[src/intc_pkg.sv]
// package: register map, field layout and types for mode/cpu priority control
package intc_pkg;
  localparam logic [3:0] ADDR_MODE_CTRL = 4'h0;
  localparam logic [3:0] ADDR_CPU_PRIO = 4'h1;
  localparam logic [3:0] ADDR_IRQ_STATUS = 4'h2;
  localparam logic [3:0] ADDR_IRQ_MASK = 4'h3;
  localparam logic [3:0] ADDR_ARB_STATE = 4'h4;

  localparam int MODE_HI = 5;
  localparam int MODE_LO = 4;
  localparam int NMI_EDGE_BIT = 3;
  localparam logic [7:0] MODE_CTRL_WMASK = 8'h38;

  localparam int PCE_BIT = 7;
  localparam int XFER_HI = 6;
  localparam int XFER_LO = 4;
  localparam int AUTO_BIT = 3;
  localparam int CPU_HI = 2;
  localparam int CPU_LO = 0;

  localparam logic [1:0] MODE_0 = 2'h0;
  localparam logic [1:0] MODE_2 = 2'h2;
  localparam logic [2:0] LEVEL_MIN = 3'h0;
  localparam logic [2:0] LEVEL_MAX = 3'h7;
  localparam logic [3:0] LEVEL_ALWAYS = 4'h8;
  localparam logic [7:0] RESET_BYTE = 8'h00;

  localparam int NUM_DMA_CH = 4;
  localparam int NUM_EVT = 3;
  localparam int EVT_NMI = 0;
  localparam int EVT_BAD_MODE = 1;
  localparam int EVT_CPU_WIN = 2;

  typedef struct packed {
    logic [3:0] addr;
    logic [7:0] wdata;
    logic wr;
    logic rd;
  } reg_req_s;

  typedef struct packed {
    logic ccr_mask;
    logic [2:0] exr_mask;
  } cpu_mask_s;

  typedef struct packed {
    logic illegal;
    logic trace;
    logic trap;
    logic cpu_addr_err;
    logic dma_addr_err;
  } exc_s;
endpackage

[src/intc_edge_detect.sv]
// selectable rising/falling edge detector for the nonmaskable pin
`timescale 1ns/1ns
module intc_edge_detect (
  input wire logic i_clk,
  input wire logic i_rst_n,
  input wire logic i_pin,
  input wire logic i_rising,
  output logic o_pulse
);
  logic prev;

  always_ff @(posedge i_clk) begin
    if (!i_rst_n) begin
      prev <= 1'b0;
    end else begin
      prev <= i_pin;
    end
  end

  // prev resets low, so a falling edge cannot fire until the pin was high
  assign o_pulse = i_rising ? (i_pin & ~prev) : (~i_pin & prev);
endmodule

[src/intc_level_cmp.sv]
// one arbitration point: cpu wins only on a strictly higher level
`timescale 1ns/1ns
module intc_level_cmp (
  input wire logic i_enable,
  input wire logic [2:0] i_cpu_level,
  input wire logic [2:0] i_other_level,
  output logic o_cpu_wins
);
  // a tie favours the transfer side so transfers are never starved by it
  assign o_cpu_wins = i_enable & (i_cpu_level > i_other_level);
endmodule

[src/intc_mode_prio.sv]
// top: interrupt mode control and cpu arbitration priority registers
`timescale 1ns/1ns
module intc_mode_prio (
  input wire logic I_CLK,
  input wire logic I_RST_N,
  input wire logic [3:0] I_ADDR,
  input wire logic [7:0] I_WDATA,
  input wire logic I_WR,
  input wire logic I_RD,
  output logic [7:0] O_RDATA,
  input wire logic I_NMI_PIN,
  input wire logic I_CCR_MASK,
  input wire logic [2:0] I_EXR_MASK,
  input wire logic I_EXC_ILLEGAL,
  input wire logic I_EXC_TRACE,
  input wire logic I_EXC_TRAP,
  input wire logic I_EXC_CPU_ADDR_ERR,
  input wire logic I_EXC_DMA_ADDR_ERR,
  input wire logic [11:0] I_DMA_CH_LEVELS,
  output logic [1:0] O_MODE,
  output logic O_MODE0,
  output logic O_MODE2,
  output logic O_NMI_REQ,
  output logic O_ALWAYS_ACCEPT,
  output logic [3:0] O_ACCEPT_LEVEL,
  output logic [2:0] O_CPU_LEVEL,
  output logic [2:0] O_XFER_LEVEL,
  output logic O_CPU_OVER_XFER,
  output logic [3:0] O_CPU_OVER_DMA,
  output logic O_IRQ
);
  intc_pkg::reg_req_s req;
  intc_pkg::cpu_mask_s mask_in;
  intc_pkg::exc_s exc;
  logic [7:0] mode_ctrl;
  logic [7:0] cpu_prio;
  logic [intc_pkg::NUM_EVT-1:0] irq_status;
  logic [intc_pkg::NUM_EVT-1:0] irq_mask;
  logic [intc_pkg::NUM_EVT-1:0] events;
  logic [1:0] mode;
  logic prio_enable;
  logic auto_set;
  logic [2:0] cpu_mask_level;
  logic [2:0] next_cpu_level;
  logic [2:0] cpu_level;
  logic [2:0] xfer_level;
  logic nmi_pulse;
  logic cpu_over_xfer;
  logic [intc_pkg::NUM_DMA_CH-1:0] cpu_over_dma;
  logic cpu_over_xfer_prev;
  logic bad_mode;
  logic [7:0] next_rdata;

  assign req = '{addr: I_ADDR, wdata: I_WDATA, wr: I_WR, rd: I_RD};
  assign mask_in = '{ccr_mask: I_CCR_MASK, exr_mask: I_EXR_MASK};
  assign exc = '{illegal: I_EXC_ILLEGAL, trace: I_EXC_TRACE,
                 trap: I_EXC_TRAP, cpu_addr_err: I_EXC_CPU_ADDR_ERR,
                 dma_addr_err: I_EXC_DMA_ADDR_ERR};

  assign mode = mode_ctrl[intc_pkg::MODE_HI:intc_pkg::MODE_LO];
  assign prio_enable = cpu_prio[intc_pkg::PCE_BIT];
  assign auto_set = cpu_prio[intc_pkg::AUTO_BIT];
  assign cpu_level = cpu_prio[intc_pkg::CPU_HI:intc_pkg::CPU_LO];
  assign xfer_level = cpu_prio[intc_pkg::XFER_HI:intc_pkg::XFER_LO];

  // mode control register: only mode and edge bits are storage
  always_ff @(posedge I_CLK) begin
    if (!I_RST_N) begin
      mode_ctrl <= intc_pkg::RESET_BYTE;
    end else if (req.wr && req.addr == intc_pkg::ADDR_MODE_CTRL) begin
      mode_ctrl <= req.wdata & intc_pkg::MODE_CTRL_WMASK;
    end
  end

  // cpu mask expressed as a level; mode 0 maps a set mask bit to top
  always_comb begin
    unique case (mode)
      intc_pkg::MODE_0: begin
        cpu_mask_level = mask_in.ccr_mask ? intc_pkg::LEVEL_MAX
                                          : intc_pkg::LEVEL_MIN;
      end
      intc_pkg::MODE_2: begin
        cpu_mask_level = mask_in.exr_mask;
      end
      default: begin
        // prohibited codes: fall back to the single-bit behaviour
        cpu_mask_level = mask_in.ccr_mask ? intc_pkg::LEVEL_MAX
                                          : intc_pkg::LEVEL_MIN;
      end
    endcase
  end

  always_comb begin
    next_cpu_level = cpu_level;
    if (auto_set) begin
      next_cpu_level = cpu_mask_level;
    end else if (req.wr && req.addr == intc_pkg::ADDR_CPU_PRIO &&
                 !req.wdata[intc_pkg::AUTO_BIT]) begin
      next_cpu_level = req.wdata[intc_pkg::CPU_HI:intc_pkg::CPU_LO];
    end
    // writing auto=1 this cycle locks out the written level already
  end

  // while auto is set the written cpu level bits are dropped
  always_ff @(posedge I_CLK) begin
    if (!I_RST_N) begin
      cpu_prio <= intc_pkg::RESET_BYTE;
    end else begin
      if (req.wr && req.addr == intc_pkg::ADDR_CPU_PRIO) begin
        cpu_prio[intc_pkg::PCE_BIT:intc_pkg::AUTO_BIT] <=
          req.wdata[intc_pkg::PCE_BIT:intc_pkg::AUTO_BIT];
      end
      cpu_prio[intc_pkg::CPU_HI:intc_pkg::CPU_LO] <= next_cpu_level;
    end
  end

  intc_edge_detect u_nmi_edge (
    .i_clk(I_CLK),
    .i_rst_n(I_RST_N),
    .i_pin(I_NMI_PIN),
    .i_rising(mode_ctrl[intc_pkg::NMI_EDGE_BIT]),
    .o_pulse(nmi_pulse)
  );

  // cpu compares its level only when the enable bit is set
  intc_level_cmp u_cmp_xfer (
    .i_enable(prio_enable),
    .i_cpu_level(cpu_level),
    .i_other_level(xfer_level),
    .o_cpu_wins(cpu_over_xfer)
  );

  genvar ch;
  generate
    for (ch = 0; ch < intc_pkg::NUM_DMA_CH; ch++) begin : g_dma
      intc_level_cmp u_cmp_dma (
        .i_enable(prio_enable),
        .i_cpu_level(cpu_level),
        .i_other_level(I_DMA_CH_LEVELS[ch*3 +: 3]),
        .o_cpu_wins(cpu_over_dma[ch])
      );
    end
  endgenerate

  assign bad_mode = req.wr && req.addr == intc_pkg::ADDR_MODE_CTRL &&
                    req.wdata[intc_pkg::MODE_LO];

  always_ff @(posedge I_CLK) begin
    if (!I_RST_N) begin
      cpu_over_xfer_prev <= 1'b0;
    end else begin
      cpu_over_xfer_prev <= cpu_over_xfer;
    end
  end

  always_comb begin
    events = '0;
    events[intc_pkg::EVT_NMI] = nmi_pulse;
    events[intc_pkg::EVT_BAD_MODE] = bad_mode;
    events[intc_pkg::EVT_CPU_WIN] = cpu_over_xfer & ~cpu_over_xfer_prev;
  end

  // sticky status: a new event beats a write-one clear in the same cycle
  always_ff @(posedge I_CLK) begin
    if (!I_RST_N) begin
      irq_status <= '0;
    end else if (req.wr && req.addr == intc_pkg::ADDR_IRQ_STATUS) begin
      irq_status <= (irq_status & ~req.wdata[intc_pkg::NUM_EVT-1:0]) | events;
    end else begin
      irq_status <= irq_status | events;
    end
  end

  always_ff @(posedge I_CLK) begin
    if (!I_RST_N) begin
      irq_mask <= '0;
    end else if (req.wr && req.addr == intc_pkg::ADDR_IRQ_MASK) begin
      irq_mask <= req.wdata[intc_pkg::NUM_EVT-1:0];
    end
  end

  always_comb begin
    next_rdata = 8'h00;
    unique case (req.addr)
      intc_pkg::ADDR_MODE_CTRL: next_rdata = mode_ctrl;
      intc_pkg::ADDR_CPU_PRIO: next_rdata = cpu_prio;
      intc_pkg::ADDR_IRQ_STATUS: next_rdata = {5'h00, irq_status};
      intc_pkg::ADDR_IRQ_MASK: next_rdata = {5'h00, irq_mask};
      intc_pkg::ADDR_ARB_STATE: next_rdata = {3'h0, cpu_over_dma,
                                              cpu_over_xfer};
      default: next_rdata = 8'h00;
    endcase
  end

  // read data stands only in the cycle after the read strobe
  always_ff @(posedge I_CLK) begin
    if (!I_RST_N) begin
      O_RDATA <= 8'h00;
    end else if (req.rd) begin
      O_RDATA <= next_rdata;
    end else begin
      O_RDATA <= 8'h00;
    end
  end

  always_ff @(posedge I_CLK) begin
    if (!I_RST_N) begin
      O_NMI_REQ <= 1'b0;
      O_ALWAYS_ACCEPT <= 1'b0;
    end else begin
      O_NMI_REQ <= nmi_pulse;
      O_ALWAYS_ACCEPT <= nmi_pulse | (|exc);
    end
  end

  assign O_MODE = mode;
  assign O_MODE0 = (mode == intc_pkg::MODE_0);
  assign O_MODE2 = (mode == intc_pkg::MODE_2);
  assign O_ACCEPT_LEVEL = O_ALWAYS_ACCEPT ? intc_pkg::LEVEL_ALWAYS
                                          : {1'b0, cpu_mask_level};
  assign O_CPU_LEVEL = cpu_level;
  assign O_XFER_LEVEL = xfer_level;
  assign O_CPU_OVER_XFER = cpu_over_xfer;
  assign O_CPU_OVER_DMA = cpu_over_dma;
  assign O_IRQ = |(irq_status & irq_mask);
endmodule

[config.mk]
export PLATFORM = sky130hd
export DESIGN_NAME = intc_mode_prio
export DESIGN_NICKNAME = d
export VERILOG_FILES = /design/src/intc_pkg.sv /design/src/intc_edge_detect.sv /design/src/intc_level_cmp.sv /design/src/intc_mode_prio.sv
export SDC_FILE = /design/constraint.sdc
export NUM_CORES = 1
export LEC_CHECK = 0
export ABC_CLOCK_PERIOD_IN_PS = 1200
export BUFFER_PORTS_ARGS = -buffer_cell sky130_fd_sc_hd__buf_4
export CORE_MARGIN = 2
export CORE_UTILIZATION = 44
export DETAILED_ROUTE_END_ITERATION = 6
export PLACE_DENSITY = 0.8
export SLEW_MARGIN = 20
export SYNTH_ARGS = -nofsm -noshare
export SYNTH_HDL_FRONTEND = slang
export SYNTH_SLANG_ARGS = --single-unit
[constraint.sdc]
create_clock -name I_CLK -period 1.2 [get_ports I_CLK]
set_input_delay 0.12 -clock I_CLK [delete_from_list [all_inputs] [get_ports I_CLK]]
set_output_delay 0.12 -clock I_CLK [all_outputs]
set_load 0.05 [all_outputs]
==> results.md <==
* Crit start category: flip-flop
* Iter 0 DRT Violations at 180
* H-tree depth at 2
* Fin. max-slew vios at 0
* Net Count, Synth at roughly 260
* Layout cells sized above 1 at around 56%
* Clock skew at roughly 0.01 ns
* Number of max-cap violations at 0
* Synthesized instance count at roughly 210
* Vias at 1844
* Fin util at 75.0%
* CP Data Required Time at roughly 1.1 ns
* DRT Pass-1 Iters at 6
* Final setup vio count at 20
* Post-Syn Area at approximately 1800 um^2
* CP Capture Type: output pin
* Status: finished with violations
* Number of CTS-inserted buffers at 5
* Smallest hold slack at 0.0518 ns
* DR WL/cell at ~18 um
* Initial core utilization at between 40% and 50%
* Core area at between 3000 and 4000 um^2
* Dominant cells by area after synthesis: dfxtp_1 33%, ha_1 11%, nand3_1 5.6%
* Yosys top cell area share at between 30% and 40%
* Synth Warn # at 0
* Period utilization at 139%
* Number of I/O pins at 68
* Pre-CTS WS at -0.177 ns
* CP Class: reg -> out
* RePlAce Congestion at approximately 0.87
* Failing checks: negative setup slack
* Worst vdd ir at 0.619 mV
* # nets final at approximately 340
* First-pass GRT wire length at ~8000 um
* Max Clk Rate at between 0.5 and 0.6 GHz
* Maximum number of pins on one net before global-route repair at 20
* Yosys cell types at 37
* Slew @ Worst Pin at around 0.34 ns
* CTS Buffer Depth at 2
* DRC errors left at 0
* CTS Hold Bufs at 0
* Post-synthesis sequential area ratio at roughly a third
* Initial antenna violation count at 0
* Via density at between 5 and 6
* Vias in the first global route at between 1500 and 2000
* Clock latency on the worst-skew pair at 0.29 ns
* GRT Util Overall at between 20 and 25%
* Die footprint at 4550 um^2
* Syn-to-layout area delta at 66.7%
* Setup WS post-layout at -0.473 ns
* Hold Fails Final Rpt at 0
* Leak at around 0.0013 uW
* Syn Area/Cell at 8.65 um^2
* PwrDens at approximately 820 nW/um^2
* FF+latch count, synth at 29
* Slew Limit Headroom at ~77%
* TritonCTS clock tree: built
* Die width at 67.5 um
* Post-layout minimum cycle time at roughly 1.7 ns
* Chip height at about 67 um
* Site row count at 23
* Crit path arrival time at around 1.6 ns
* Routed Antenna Nets at 0
* HPWL Detailed at around 3800 um
* Placed cells at roughly 320
* Port Buffer Count at 67
* RSZ-0062 raised after global routing: yes
* Post-synth top area cell: dfxtp_1
* Non-Filler Instances at approximately 340
* ANT cells at 0
* Clk slew on worst S/H paths at approximately 0.060 ns
* Drt total wl at approximately 6000 um
* Clock Sinks at 29
* Clock root buffer: clkbuf_8
* Worst hold path class: in -> reg
* Remaining global-route overflow at 0
* Crit-path max FO at 5
-- path summary, 6_finish.rpt --
kind / slack [ns] / start / to / cells after the start
setup / recovery: -0.47 / cpu_prio[0]$_SDFFE_PN0P_ / O_CPU_OVER_DMA[2] / 6
hold / removal: 0.05 / I_NMI_PIN / u_nmi_edge.prev$_SDFF_PN0_ / 2
setup reg to reg: -0.32 / cpu_prio[0]$_SDFFE_PN0P_ / O_RDATA[3]$_SDFF_PN0_ / 8
hold reg to reg: 0.49 / irq_mask[0]$_SDFFE_PN0P_ / irq_mask[0]$_SDFFE_PN0P_ / 2
-- cell families after synthesis --
group	after synthesis	share of synthesized area [%]
AOI/OAI and AO/OA	38	15.7
DFF	29	32.7
buffers and inverters	37	12.2
muxes	12	6.99
and+or+nand+nor	74	21.8
adders and majority gates	15	10.6
-- flip-flops by register name, indices dropped and copies added, names as in the netlist --
| signal | cells |
|---|---|
| cpu_prio | 8 |
| irq_status | 3 |
| cpu_over_xfer_prev | 1 |
| mode_ctrl | 3 |
| O_NMI_REQ | 1 |
| irq_mask | 3 |
| u_nmi_edge.prev | 1 |
| O_RDATA | 8 |
| O_ALWAYS_ACCEPT | 1 |
-- Yosys cell counts --
cell type        number
nor2b_1               3
o211ai_1              4
mux2i_1               9
mux2_1                3
a32o_1                1
and2_2                1
nor4_1                1
nor3b_4               1
clkbuf_8              1
o211a_1               3
nand2_1              22
buf_4                12
a21boi_0              4
clkbuf_1              2
and2_1                2
inv_1                18
dfxtp_1              29
nand3b_2              1
nor3_1                1
buf_6                 2
nor2_4                1
ha_1                 15
a222oi_1              1
o2bb2ai_1             5
and3_1                4
clkdlybuf4s25_2       1
buf_2                 1
or4_1                 1
a2bb2oi_1             3
nor3b_1               1
nand4_2               1
nand3_1              20
and3b_1               1
o21ai_0              12
nor2_2                1
a211oi_1              5
nor2_1               12
-- what timing repair did --
item / CTS / global route
pin swaps: 13 / 9
buffers inserted: 9 / 3
endpoints found under the hold margin: 0 / 0
resized for setup: 33 / 22
setup endpoints to repair: 23 / 22
-- power by group --
| group | total (uW) | switching (uW) | internal [uW] | leakage (uW) |
|---|---|---|---|---|
| Clock | 912 | 394 | 518 | 0.0000542 |
| Sequential | 993 | 23.3 | 969 | 0.000240 |
| Combinational | 529 | 270 | 259 | 0.00102 |
| Total | 2430 | 687 | 1750 | 0.00131 |
-- cells in the final DEF (no fill, tap or decap), types with 2 or more instances in the layout --
cell type  count
a21boi_0       4
nand3_2        3
nand2_1       21
a211oi_2       4
mux2_1         3
a2bb2oi_1      3
nor2_1         5
dfxtp_1       20
inv_1         16
ha_1           2
dfxtp_2        4
dfxtp_4        5
buf_4         78
buf_8          2
ha_4          13
and3_1         3
nor2b_1        2
nand3_1       17
o211a_1        3
o2bb2ai_2      4
mux2i_4        3
mux2i_1        6
nor2_2         4
buf_6         14
clkbuf_8       7
nor2_4         5
o21ai_0       10
o211ai_1       4
-- per-stage QoR --
stage | area [um^2] | total power (uW) | setup TNS, ns
2_1_floorplan | 1950 | 1260 | -1.82
3_3_place_gp | 2490 | 1430 | -1.45
3_5_place_dp | 2490 | 1440 | -1.85
4_1_cts | 2850 | 2390 | -4.60
5_1_grt | 2960 | 2530 | -5.73
6_report | 2960 | 2430 | -5.10
-- final cells by class --
cell class | instances | area, um^2
clock buffer | 7 | 96.3
clock inverter | 1 | 5.00
fill | 258 | 987
inverter | 18 | 75.1
multi-input combinational | 139 | 1320
sequential | 29 | 604
tap | 50 | 62.6
timing repair buffer | 95 | 793
-- metal layers --
metal,wire [um],up-vias,global-route usage [%]
met1,2430,870,28.2
met3,378,15,6.17
met2,3000,85,44.0
met4,151,0,9.44
met5,0,-,0
li1,-,874,-
-- worst max-delay path: stages, from the launching register on --
cell	delay [ns]
dfxtp_4	0.38
inv_8	0.06
ha_1	0.31
nand3_1	0.10
o211ai_1	0.11
nor2_2	0.14
buf_6	0.17
Note: power is estimated with default switching activity, not from simulation.
